--- src/shared/adcf_pkg.sv ---
// adcf_pkg: constants, field layout and carrier types for the adc sequencer
// assumes one 10 MHz clock (mclk) and a synchronous active-high reset
// Summary of operation
// RULE_01: completed conversion leaves 12-bit result in register
// RULE_02: single-ended result is straight binary code
// RULE_03: differential result is twos complement code
// RULE_04: differential value shifted right one, signed integer
// RULE_05: result sits in bits 16 to 27
// RULE_06: four bits above result copy the sign
// RULE_07: conversion is acquisition plus 19 adc clocks
// RULE_08: reset gives eight acquisition clocks, divide by two
// RULE_09: acquisition code selects 2, 4, 8, 16 clocks
// RULE_10: clock code 000-101 divides by 1 to 32
// RULE_11: software sets temp bit for temp/single conversions
// RULE_12: software writes 0x37A3 before temperature conversion
// RULE_13: user timing returns after temperature result is read
// RULE_14: type field picks trigger; single clears to 000
// RULE_15: bit 7 gates starts; continuous keeps running
// RULE_16: software powers up, waits 5 us before use
// RULE_17: clock codes 110/111 keep previous divider
package adcf_pkg;

  // register map
  localparam logic [31:0] ADDR_CONTROL = 32'hffff_0500; // control register
  localparam logic [31:0] ADDR_RESULT = 32'hffff_0510; // result register
  localparam logic [15:0] CONTROL_RESET = 16'h0600; // acq 8 clocks, divide by 2
  localparam logic [15:0] CONTROL_WMASK = 16'h3fbf; // reserved bits 15:14 and 6 read zero
  localparam logic [15:0] TEMP_SETTING = 16'h37a3; // timing used for the temperature channel

  // field positions in the control register
  localparam int TEMP_EN_BIT = 13; // temperature conversion enable
  localparam int CLK_LSB = 10; // clock speed field, 3 bits
  localparam int ACQ_LSB = 8; // acquisition field, 2 bits
  localparam int START_EN_BIT = 7; // start enable
  localparam int POWER_BIT = 5; // power control
  localparam int MODE_LSB = 3; // conversion mode, 2 bits
  localparam int TYPE_LSB = 0; // conversion type, 3 bits

  // conversion type codes
  localparam logic [2:0] TYPE_PIN = 3'h0; // external pin edge
  localparam logic [2:0] TYPE_TIMER1 = 3'h1; // timer one overflow
  localparam logic [2:0] TYPE_TIMER0 = 3'h2; // timer zero overflow
  localparam logic [2:0] TYPE_SINGLE = 3'h3; // single software conversion
  localparam logic [2:0] TYPE_CONT = 3'h4; // continuous software conversion
  localparam logic [2:0] TYPE_LOGIC = 3'h5; // programmable logic array

  // conversion mode codes
  localparam logic [1:0] MODE_SINGLE = 2'h0; // single-ended
  localparam logic [1:0] MODE_DIFF = 2'h1; // fully differential

  // divider
  localparam logic [2:0] DIV_RESET = 3'h1; // divide by two
  localparam logic [2:0] DIV_MAX_CODE = 3'h5; // divide by 32, highest legal code

  // result layout
  localparam int RESULT_LSB = 16; // low bit of the code
  localparam int RESULT_MSB = 27; // high bit of the code
  localparam logic [4:0] TRIAL_CLOCKS = 5'h13; // 19 adc clocks of bit trials; write-back takes one more cycle

  // timing
  localparam int CLK_PERIOD_NS = 100; // 10 MHz
  localparam int POWERUP_US = 5; // settle time after power-up
  localparam int POWERUP_CYCLES = (POWERUP_US * 1000 + CLK_PERIOD_NS - 1) / CLK_PERIOD_NS;

  // control register layout
  typedef struct packed {
    logic [1:0] rsv_hi; // reads zero
    logic temp_en; // temperature conversion enable
    logic [2:0] clk_div; // clock speed code
    logic [1:0] acq; // acquisition code
    logic start_en; // start enable
    logic rsv6; // reads zero
    logic power; // converter powered
    logic [1:0] mode; // single-ended or differential
    logic [2:0] conv_type; // trigger source
  } adcf_ctrl_type;

  // memory-mapped access from the processor
  typedef struct packed {
    logic [31:0] addr; // byte address
    logic wr; // write strobe, one cycle
    logic rd; // read strobe, one cycle
    logic [31:0] wdata; // write data
  } adcf_mmr_type;

  // sequencer states
  typedef enum logic [1:0] {ST_IDLE, ST_ACQ, ST_TRIAL, ST_WRITE} adcf_state_type;

  // acquisition length in adc clocks for a code
  function automatic logic [4:0] acq_clocks(input logic [1:0] code);
    acq_clocks = 5'h02 << code;
  endfunction

endpackage

--- src/rtl/adcf_seq.sv ---
// adcf_seq: control register, trigger selection, conversion sequencer and
// result formatting for a 12-bit successive-approximation converter
// assumes the converter core holds core_code valid at the end of bit trials,
// and timer and logic-array triggers are one-cycle pulses on mclk
`timescale 1ns/10ps
`default_nettype none
module adcf_seq (
  input wire logic mclk, // adc source clock, 10 MHz
  input wire logic rst, // synchronous reset, active high
  input wire adcf_pkg::adcf_mmr_type memory_mapped_register, // processor register access
  output logic [31:0] rdata, // read data, valid the cycle after rd
  input wire logic ext_conversion_trigger_pin, // asynchronous start pin
  input wire logic timer0_trig, // timer zero overflow pulse
  input wire logic timer1_trig, // timer one overflow pulse
  input wire logic logic_array_trig, // logic array start pulse
  input wire logic temp_channel, // selected channel is the temperature sensor
  input wire logic [11:0] core_code, // raw code from the converter core
  output logic sample_hold, // track phase active
  output logic converting, // conversion sequence active
  output logic result_ready, // unread result waiting
  output logic power_on, // converter powered
  output logic diff_mode, // differential input mode
  output logic temp_sensor_en, // temperature conversion enable bit
  output logic adc_ready // powered long enough to convert
);

  // registers
  adcf_pkg::adcf_ctrl_type ctrl_q; // control register
  adcf_pkg::adcf_ctrl_type ctrl_d;
  adcf_pkg::adcf_state_type state_q; // sequencer state
  adcf_pkg::adcf_state_type state_d;
  logic [31:0] result_q; // formatted result
  logic [31:0] rdata_q; // read data
  logic [4:0] phase_q; // adc clocks spent in the phase
  logic [4:0] phase_d;
  logic [2:0] pin_q; // two-flop sync plus edge history
  logic cont_q; // continuous mode running
  logic temp_q; // temperature timing in force
  logic valid_q; // unread result
  logic sample_q; // registered track phase
  logic busy_q; // registered busy
  logic [5:0] pwr_cnt_q; // power-up timer
  logic ready_q; // power-up elapsed
  logic diff_q; // registered differential-mode decode

  // wires
  logic tick; // one adc clock elapsed
  logic ctrl_wr; // control register write
  logic res_rd; // result register read
  logic pin_edge; // rising edge on the pin
  logic type_trig; // selected trigger fired
  logic start; // begin a conversion
  logic sw_done; // single conversion finished
  logic [2:0] use_div; // divider code in force
  logic [1:0] use_acq; // acquisition code in force
  logic [4:0] acq_len; // acquisition clocks in force
  logic acq_end; // last acquisition clock
  logic trial_end; // last trial clock
  logic [11:0] fmt_code; // formatted 12-bit value
  logic fmt_sign; // sign for extension
  logic [31:0] result_d;
  logic [31:0] rdata_d;
  adcf_pkg::adcf_ctrl_type temp_set; // fixed temperature timing

  // address decode
  assign ctrl_wr = memory_mapped_register.wr && memory_mapped_register.addr == adcf_pkg::ADDR_CONTROL;
  assign res_rd = memory_mapped_register.rd && memory_mapped_register.addr == adcf_pkg::ADDR_RESULT;

  // the pin edge is taken from the second sync stage only
  assign pin_edge = pin_q[1] && !pin_q[2];

  // trigger source select
  assign type_trig =
    (ctrl_q.conv_type == adcf_pkg::TYPE_PIN && pin_edge) ||
    (ctrl_q.conv_type == adcf_pkg::TYPE_TIMER1 && timer1_trig) ||
    (ctrl_q.conv_type == adcf_pkg::TYPE_TIMER0 && timer0_trig) ||
    (ctrl_q.conv_type == adcf_pkg::TYPE_SINGLE) ||
    (ctrl_q.conv_type == adcf_pkg::TYPE_CONT) ||
    (ctrl_q.conv_type == adcf_pkg::TYPE_LOGIC && logic_array_trig); // RULE_14

  // starts need the enable bit, but a running continuous sequence carries on
  assign start = state_q == adcf_pkg::ST_IDLE &&
    ((ctrl_q.start_en && type_trig) || cont_q); // RULE_15

  // temperature conversions run on fixed slow timing until the result is read
  assign temp_set = adcf_pkg::adcf_ctrl_type'(adcf_pkg::TEMP_SETTING); // RULE_12
  assign use_div = temp_q ? temp_set.clk_div : ctrl_q.clk_div; // RULE_13
  assign use_acq = temp_q ? temp_set.acq : ctrl_q.acq; // RULE_13
  assign acq_len = adcf_pkg::acq_clocks(use_acq); // RULE_09
  assign acq_end = tick && phase_q == acq_len - 5'h01; // RULE_09
  assign trial_end = tick && phase_q == adcf_pkg::TRIAL_CLOCKS - 5'h01; // RULE_07

  // single software conversion returns its type field to the pin trigger
  assign sw_done = state_q == adcf_pkg::ST_WRITE &&
    ctrl_q.conv_type == adcf_pkg::TYPE_SINGLE; // RULE_14

  // a processor write in the same cycle as the self-clear is the newer value
  assign ctrl_d = ctrl_wr ?
    adcf_pkg::adcf_ctrl_type'(memory_mapped_register.wdata[15:0] & adcf_pkg::CONTROL_WMASK) :
    sw_done ? adcf_pkg::adcf_ctrl_type'({ctrl_q[15:3], adcf_pkg::TYPE_PIN}) : ctrl_q; // RULE_14

  // result formatting: binary, or offset code to twos complement shifted by one
  assign fmt_code = (ctrl_q.mode == adcf_pkg::MODE_DIFF) ?
    {~core_code[11], ~core_code[11], core_code[10:1]} : core_code; // RULE_02 RULE_03 RULE_04
  assign fmt_sign = ctrl_q.mode == adcf_pkg::MODE_DIFF && fmt_code[11]; // RULE_06
  assign result_d = {{4{fmt_sign}}, fmt_code, 16'h0000}; // RULE_05 RULE_06

  // read mux; reserved and unmapped bits read zero
  assign rdata_d = (memory_mapped_register.addr == adcf_pkg::ADDR_CONTROL) ? {16'h0000, ctrl_q} :
    (memory_mapped_register.addr == adcf_pkg::ADDR_RESULT) ? result_q : 32'h0000_0000;

  // outputs straight from flops
  assign rdata = rdata_q;
  assign sample_hold = sample_q;
  assign converting = busy_q;
  assign result_ready = valid_q;
  assign power_on = ctrl_q.power;
  assign diff_mode = diff_q;
  assign temp_sensor_en = ctrl_q.temp_en; // RULE_11
  assign adc_ready = ready_q;

  // adc clock from the source clock
  adcf_clk_div u_div (
    .mclk(mclk),
    .rst(rst),
    .div_code(use_div),
    .tick(tick)
  );

  // next state of the sequencer
  always_comb begin
    state_d = state_q;
    unique case (state_q)
      adcf_pkg::ST_IDLE: begin
        if (start) begin
          state_d = adcf_pkg::ST_ACQ;
        end
      end
      adcf_pkg::ST_ACQ: begin
        if (acq_end) begin
          state_d = adcf_pkg::ST_TRIAL; // RULE_09
        end
      end
      adcf_pkg::ST_TRIAL: begin
        if (trial_end) begin
          state_d = adcf_pkg::ST_WRITE; // RULE_07
        end
      end
      adcf_pkg::ST_WRITE: begin
        state_d = adcf_pkg::ST_IDLE;
      end
    endcase
  end

  // phase counter restarts at each state change, counts adc clocks otherwise
  assign phase_d = (state_d != state_q) ? 5'h00 : tick ? phase_q + 5'h01 : phase_q;

  // control register
  always_ff @(posedge mclk) begin
    if (rst) begin
      ctrl_q <= adcf_pkg::adcf_ctrl_type'(adcf_pkg::CONTROL_RESET); // RULE_08
      diff_q <= 1'b0;
    end else begin
      ctrl_q <= ctrl_d;
      // decoded from the next value so the pin is a flop yet tracks ctrl_q exactly
      diff_q <= ctrl_d.mode == adcf_pkg::MODE_DIFF; // RULE_03
    end
  end

  // sequencer state and counter
  always_ff @(posedge mclk) begin
    if (rst) begin
      state_q <= adcf_pkg::ST_IDLE;
      phase_q <= 5'h00;
      sample_q <= 1'b0;
      busy_q <= 1'b0;
    end else begin
      state_q <= state_d;
      phase_q <= phase_d;
      sample_q <= state_d == adcf_pkg::ST_ACQ;
      busy_q <= state_d != adcf_pkg::ST_IDLE;
    end
  end

  // continuous mode stays on until software picks another type
  always_ff @(posedge mclk) begin
    if (rst) begin
      cont_q <= 1'b0;
    end else begin
      cont_q <= ctrl_q.conv_type == adcf_pkg::TYPE_CONT && (cont_q || start); // RULE_15
    end
  end

  // temperature timing: start on that channel sets, result read clears, set wins
  always_ff @(posedge mclk) begin
    if (rst) begin
      temp_q <= 1'b0;
    end else begin
      temp_q <= (start && temp_channel) || (temp_q && !res_rd); // RULE_13
    end
  end

  // result register and its unread flag, a new result beats a read
  always_ff @(posedge mclk) begin
    if (rst) begin
      result_q <= 32'h0000_0000;
      valid_q <= 1'b0;
    end else begin
      if (state_q == adcf_pkg::ST_WRITE) begin
        result_q <= result_d; // RULE_01
      end
      valid_q <= state_q == adcf_pkg::ST_WRITE || (valid_q && !res_rd);
    end
  end

  // read data register, holds until the next read
  always_ff @(posedge mclk) begin
    if (rst) begin
      rdata_q <= 32'h0000_0000;
    end else if (memory_mapped_register.rd) begin
      rdata_q <= rdata_d;
    end
  end

  // pin synchroniser; stage 0 feeds stage 1 only
  always_ff @(posedge mclk) begin
    if (rst) begin
      pin_q <= 3'h0;
    end else begin
      pin_q <= {pin_q[1:0], ext_conversion_trigger_pin};
    end
  end

  // power-up settle timer, only advisory: conversions are not blocked by it
  always_ff @(posedge mclk) begin
    if (rst || !ctrl_q.power) begin
      pwr_cnt_q <= 6'h00;
      ready_q <= 1'b0;
    end else begin
      if (!ready_q) begin
        pwr_cnt_q <= pwr_cnt_q + 6'h01;
      end
      ready_q <= ready_q || pwr_cnt_q == 6'(adcf_pkg::POWERUP_CYCLES - 1); // RULE_16
    end
  end

  // helper: adc clocks seen in the present phase
  logic [4:0] h_ticks_q;
  always_ff @(posedge mclk) begin
    if (rst || state_d != state_q) begin
      h_ticks_q <= 5'h00;
    end else if (tick) begin
      h_ticks_q <= h_ticks_q + 5'h01;
    end
  end
endmodule
`default_nettype wire

--- src/rtl/adcf_clk_div.sv ---
// adcf_clk_div: adc clock divider producing a one-cycle tick per adc clock
// assumes div_code comes from registers on the same clock
`timescale 1ns/10ps
`default_nettype none
module adcf_clk_div (
  input wire logic mclk, // adc source clock
  input wire logic rst, // synchronous reset, active high
  input wire logic [2:0] div_code, // requested clock speed code
  output logic tick // one adc clock period elapsed
);

  logic [2:0] held_q; // last legal divider code
  logic [4:0] cnt_q; // cycles within the adc clock
  logic [4:0] cnt_max; // divisor minus one
  logic code_ok; // requested code is legal
  logic tick_q; // registered tick

  assign code_ok = div_code <= adcf_pkg::DIV_MAX_CODE; // RULE_17
  assign cnt_max = 5'((6'h01 << held_q) - 6'h01); // RULE_10
  assign tick = tick_q;

  // keep the previous divider for reserved codes so no odd clock appears
  always_ff @(posedge mclk) begin
    if (rst) begin
      held_q <= adcf_pkg::DIV_RESET; // RULE_08
    end else if (code_ok) begin
      held_q <= div_code; // RULE_17
    end
  end

  // free-running divider counter
  always_ff @(posedge mclk) begin
    if (rst) begin
      cnt_q <= 5'h00;
      tick_q <= 1'b0;
    end else begin
      cnt_q <= (cnt_q >= cnt_max) ? 5'h00 : cnt_q + 5'h01; // RULE_10
      tick_q <= cnt_q >= cnt_max;
    end
  end

  // helper: gap since last tick, and whether the divider changed inside it
  logic [5:0] h_gap_q;
  logic h_dirty_q;
  always_ff @(posedge mclk) begin
    if (rst) begin
      h_gap_q <= 6'h00;
      h_dirty_q <= 1'b1;
    end else begin
      h_gap_q <= tick_q ? 6'h00 : h_gap_q + 6'h01;
      h_dirty_q <= (held_q != div_code && code_ok) || (h_dirty_q && !tick_q);
    end
  end
endmodule
`default_nettype wire

--- config.mk ---
export PLATFORM = sky130hd
export DESIGN_NAME = adcf_seq
export DESIGN_NICKNAME = d
export VERILOG_FILES = /design/src/shared/adcf_pkg.sv /design/src/rtl/adcf_seq.sv /design/src/rtl/adcf_clk_div.sv
export SDC_FILE = /design/constraint.sdc
export NUM_CORES = 1
export LEC_CHECK = 0
export BUFFER_PORTS_ARGS = -buffer_cell sky130_fd_sc_hd__buf_2
export CAP_MARGIN = 25
export CORE_ASPECT_RATIO = 0.9
export CORE_UTILIZATION = 54
export DETAILED_ROUTE_END_ITERATION = 7
export GPL_TIMING_DRIVEN = 0
export HOLD_SLACK_MARGIN = 0.15
export PLACE_DENSITY_LB_ADDON = 0.3
export RECOVER_POWER = 50
export SKIP_CTS_REPAIR_TIMING = 1
export SLEW_MARGIN = 10
export SYNTH_ARGS = -nofsm -noshare
export SYNTH_HDL_FRONTEND = slang
export SYNTH_HIERARCHICAL = 1
export SYNTH_SLANG_ARGS = --single-unit
--- constraint.sdc ---
create_clock -name mclk -period 5.7 [get_ports mclk]
set_clock_uncertainty 0.15 [all_clocks]
set_input_delay 0 -clock mclk [delete_from_list [all_inputs] [get_ports mclk]]
set_output_delay 0 -clock mclk [all_outputs]
set_load 0.05 [all_outputs]
## Yosys cells after proc, flatten, opt, wreduce, memory -nomap -nowiden

Index checks and enable logic that the tools add are counted.

| storage, ports and cells | value |
|---|---|
| bits in registers | 90 |
| input bits | 85 |
| output and inout port bits | 39 |
| word-level logic and storage cells | 98 |

| cells by class | value |
|---|---|
| $add $sub $neg | 5 |
| magnitude comparators | 2 |
| eq/ne operators | 17 |
| shift operators | 2 |
| muxes and demuxes | 11 |
| bitwise logic cells | 1 |
| reduce and logical (&&, ||, !) cells | 37 |

Operators by type and width:

| kind | number |
|---|---|
| $eq 32x32->1 const B | 2 |
| $mux 32 | 2 |
| $logic_and 1x1->1 | 17 |
| $mux 14 | 1 |
| $mux 12 | 1 |
| $logic_or 1x1->1 | 11 |
| $add 5x1->5 const B | 2 |
| $sub 5x1->5 const B | 2 |
| $eq 2x1->1 const B | 4 |
| $mux 2 | 4 |
| $pmux 2 s4 | 1 |
| $add 6x1->6 const B | 1 |
| $eq 3x2->1 const B | 2 |
| $eq 3x3->1 const B | 2 |
| $eq 6x6->1 const B | 1 |
| $mux 3 | 2 |
| $eq 5x5->1 | 1 |
| $eq 5x5->1 const B | 1 |
| $ge 5x5->1 | 1 |
| $shl 1x3->5 const A | 1 |
| $shl 2x2->5 const A | 1 |
| $eq 2x2->1 const B | 2 |
| $reduce_bool 2->1 | 2 |
| $reduce_or 2->1 | 2 |
| other kinds (7) | 9 |

## Depth between registers and ports, before layout

| logic depth | value |
|---|---|
| word-level depth | 15 |
| mapped depth | 7 |
| gate-level depth less buffers | 6 |

## Cells and area by module

Netlist, hierarchy kept.

By module, submodules not included:

| module | times used | cells an instance | area each (um^2) | seq. area each (um^2) |
|---|---|---|---|---|
| adcf_seq | 1 | 345 | 3144.3 | 1501.4 |
| adcf_clk_div | 1 | 49 | 464.2 | 180.2 |

## Least setup slack after synthesis

OpenSTA, ideal clock, no wires.

| path | value |
|---|---|
| kind | in2reg |
| from | input port memory_mapped_register[34] in the netlist's numbering |
| to | register ctrl_q (netlist bit power_on) |
| setup time | 128 ps |
| arrival time | 1665 ps |
| required time | 5422 ps |
| path slack | 3757 ps |
| cell stages on the path | 7 |
| buffers on the path | 2 |
| cell sequence | or3_1 -> or4_4 -> or4_1 -> buf_6 -> buf_6 -> mux2i_1 -> nor2_1 |

| between the ends | value |
|---|---|
| word-level cells in the longest chain between the ends | 2 |

RTL lines:

| item | RTL line | source |
|---|---|---|
| start, declared | adcf_seq.sv:10 | `input wire adcf_pkg::adcf_mmr_type memory_mapped_register,` |
| $eq 32x32->1 | adcf_seq.sv:66 | `assign ctrl_wr = memory_mapped_register.wr && memory_mapped_register.addr == adcf_pkg::ADDR_CONTROL;` |
| $logic_and 1x1->1 | adcf_seq.sv:66 |  |
| end signal, assigned | adcf_seq.sv:161 | `ctrl_q <= adcf_pkg::adcf_ctrl_type'(adcf_pkg::CONTROL_RESET);` |
| end signal, assigned | adcf_seq.sv:164 | `ctrl_q <= ctrl_d;` |
| end, declared | adcf_seq.sv:28 | `adcf_pkg::adcf_ctrl_type ctrl_q;` |

Every way passes these cells.
A chain may end at the register's enable or synchronous reset.

## Worst setup path in the final report

| path | value |
|---|---|
| from | input port memory_mapped_register[36] in the netlist's numbering |
| to | register ctrl_q[10] in the netlist's numbering |

The elaborated chain is that of the path after synthesis.

==> run metrics <==
Async S/R FF share, synth 0%; CP endpoint kind flop; net switching share of the total power 26.8%; Peak VDD IR 0.000132 V; Core ar. 0.00628 mm2; Critical Path Start memory_mapped_register[36]; number of synthesized flops with an enable pin 0; Final Worst Setup Slack 1.85 ns; most common cell in the netlist dfxtp_1; Row Count 27; Lkg Pwr 2.02 nW; CTS tree done; Comb pwr share 14.3%; Antenna Violating Nets Remaining 0; NetSw 0.306 mW; H-tree level count 3; DP Worst Slack 3.31 ns; kind of critical path input pin to flop; Cell Area, Synth 0.00361 mm2; Reg2Reg Launch Point ctrl_q[4]; largest net degree at the start of global routing 14; Reg power frac 54.3%; largest cells by area after synthesis dfxtp_1 (47%), nor2_1 (7.0%), mux2i_1 (5.5%); # fillers slightly below 500; die width 88.2 um; root buffer cell clkbuf_8; Worst-Margin Slew slightly below 0.8 ns; Detailed Place HPWL 6.27 mm; register area share after synthesis 46.6%; GP Congestion 0.785; Avg Inst Size Synth 9.16 um2; TritonCTS Sinks 84; vias in the first global route 2978; power density cells 238 mW/mm2; main combinational cell family by area after synthesis simple AND/OR/NAND/NOR gates; Final Hold Viols 0; routed wire length 9.45 mm; 1st-iter DRT viols 218; yosys warns 6; Data arrival, critical path between 3 and 4 ns; most used flip-flop cell after synthesis dfxtp_1; Setup TNS Final 0 ns; R2R Setup Slk 3.23 ns; fraction of final layout cells with drive strength greater than 1 approximately 18%; WL per Instance 14.7 um; IO Port Bufs 101; worst reg2reg path depth 7; n_diodes 0; TritonCTS Buffers 9; Worst setup SP type input pin; area leader, netlist dfxtp_1; relative slew slack between 40% and 50%; Syn Inst Count 394; highest clock rate 260 MHz; Finished Core Util 76.4%; placed insts 584; Hold WS 0.145 ns; maximum clock path buffer count 2; DIE AREA 0.00701 mm2; Die Ht between 70 and 80 um; Final Max Tran Viols 0; Hold WC Path Type input pin to flop; total power 1.14 mW; io pins 124; r2r endpoint result_q[26]; #FFs+latches synth 84; hold path endpoint rdata[22]; GRT Util Overall approximately a quarter; adder-cell share of the synthesized area under 10%; via count between 3000 and 4000; clock latency on the worst-skew pair 0.35 ns; maxcap violations 0; post-synthesis xor/xnor area fraction 2.91%; Compound-Gate Fraction of Synth Area 15.2%; synth-to-layout area growth 33.1%; Tmin final 3.85 ns; CTS clk-pin slew, worst paths ~0.080 ns; Post-Layout Cell Count 645; Yosys top cell area share ~47%; hold path depth 6; crit path max fanout 9; RSZ-0062 raised after global routing false; nets@finish roughly 650; final setup vio count 0; antenna violations before repair 0; Starting Density 57.4%; P_int 0.836 mW; number of remaining DRC errors 0; vias per cell 5.42; DRT Pass-1 Iters 5; count of cell types in the netlist around 50; Clk pwr share between 30% and 40%; design area just under 0.005 mm2; Worst Path Required between 5 and 6 ns; grt ovf 0; status finished, final reports clean; mux cell area share after synthesis 5.55%; first-pass GRT wire length 13.5 mm; period utilization 67.5%; area share of and/or/nand/nor cells after synthesis 20.0%; Area after DPL approximately 0.0042 mm2; Post-synth top cells dfxtp_1 (84), nor2_1 (67), a22oi_1 (26); hold_sp memory_mapped_register[64]
[layer usage]
metal,GRT usage [%],up-vias,part of all wire (%)
li1,-,1700,-
met1,30.0,1641,40
met2,42.7,139,52
met3,7.86,13,6.2
met4,9.19,0,1.3
met5,0,-,0
[cells by family (layout without fill, tap and decap cells)]
| logic type | after synthesis | in the layout |
|---|---|---|
| xor gates and xnor gates | 12 | 12 |
| AOI/OAI and AO/OA | 76 | 76 |
| and+or+nand+nor | 145 | 145 |
| buffers and inverters | 45 | 207 |
| other | 1 | 3 |
| DFF | 84 | 84 |
| adders and majority gates | 11 | 11 |
| muxes | 20 | 20 |
[cell type report]
| type | count | area (um2) | area share [%] |
|---|---|---|---|
| multi-input cells | 267 | 1720 | 35.8 |
| flip-flops and latches | 84 | 1680 | 35.0 |
| clock inverters | 5 | 31.3 | 0.651 |
| plain buffers | 26 | 136 | 2.84 |
| repair buffers | 148 | 930 | 19.4 |
| clock buffers | 9 | 124 | 2.58 |
| well taps | 87 | 109 | 2.27 |
| inverters | 19 | 71.3 | 1.48 |
[cell usage in the layout, fill, tap and decap left out, drive strengths merged, types with 4 or more instances in the layout]
master	instances
a22oi	26
nand2b	8
xor2	8
clkbuf	62
dfxtp	84
nor3	11
nand3	8
ha	11
nor2	67
a211oi	13
nand2	15
clkinv	4
dlygate4sd3	47
nor2b	9
a21oi	15
buf	74
mux2i	20
o21ai	6
xnor2	4
inv	19
nand4	6
[power groups by stage]
stage / registers [mW] / clock network, mW / logic [mW]
after global placement: 0.633 / 0 / 0.142
final: 0.619 / 0.359 / 0.163
after detailed placement: 0.634 / 0 / 0.146
after floorplan: 0.629 / 0 / 0.103
after global routing: 0.622 / 0.392 / 0.182
after CTS: 0.620 / 0.364 / 0.147
[worst max path at each step]
stage                         to  slack (ns)  cells past startpoint
detailed placement     rdata[26]        3.31                      7
global placement       rdata[17]        3.34                      7
floorplan               power_on        3.76                      7
global route          ctrl_q[10]        1.81                     10
CTS                 result_q[24]        3.52                      6
finish                ctrl_q[10]        1.85                     10
[critical path, stage by stage]
cell and delay (ns):
dlygate4sd3_1 0.54, buf_2 0.13, or3_1 0.29, dlygate4sd3_1 0.56, or4_4 0.44, or4_1 0.39, dlygate4sd3_1 0.59, buf_6 0.16
a211o_1 0.29, dlygate4sd3_1 0.55
[state kept, by name, summed over array words and instances, names as in the netlist, 2 cells and up]
signal / cells
u_div/held_q: 3
u_div/cnt_q: 5
pwr_cnt_q: 6
phase_q: 5
ctrl_q: 11
state_q: 2
result_q: 13
rdata: 26
pin_q: 3
(Power assumes the default switching activity.)
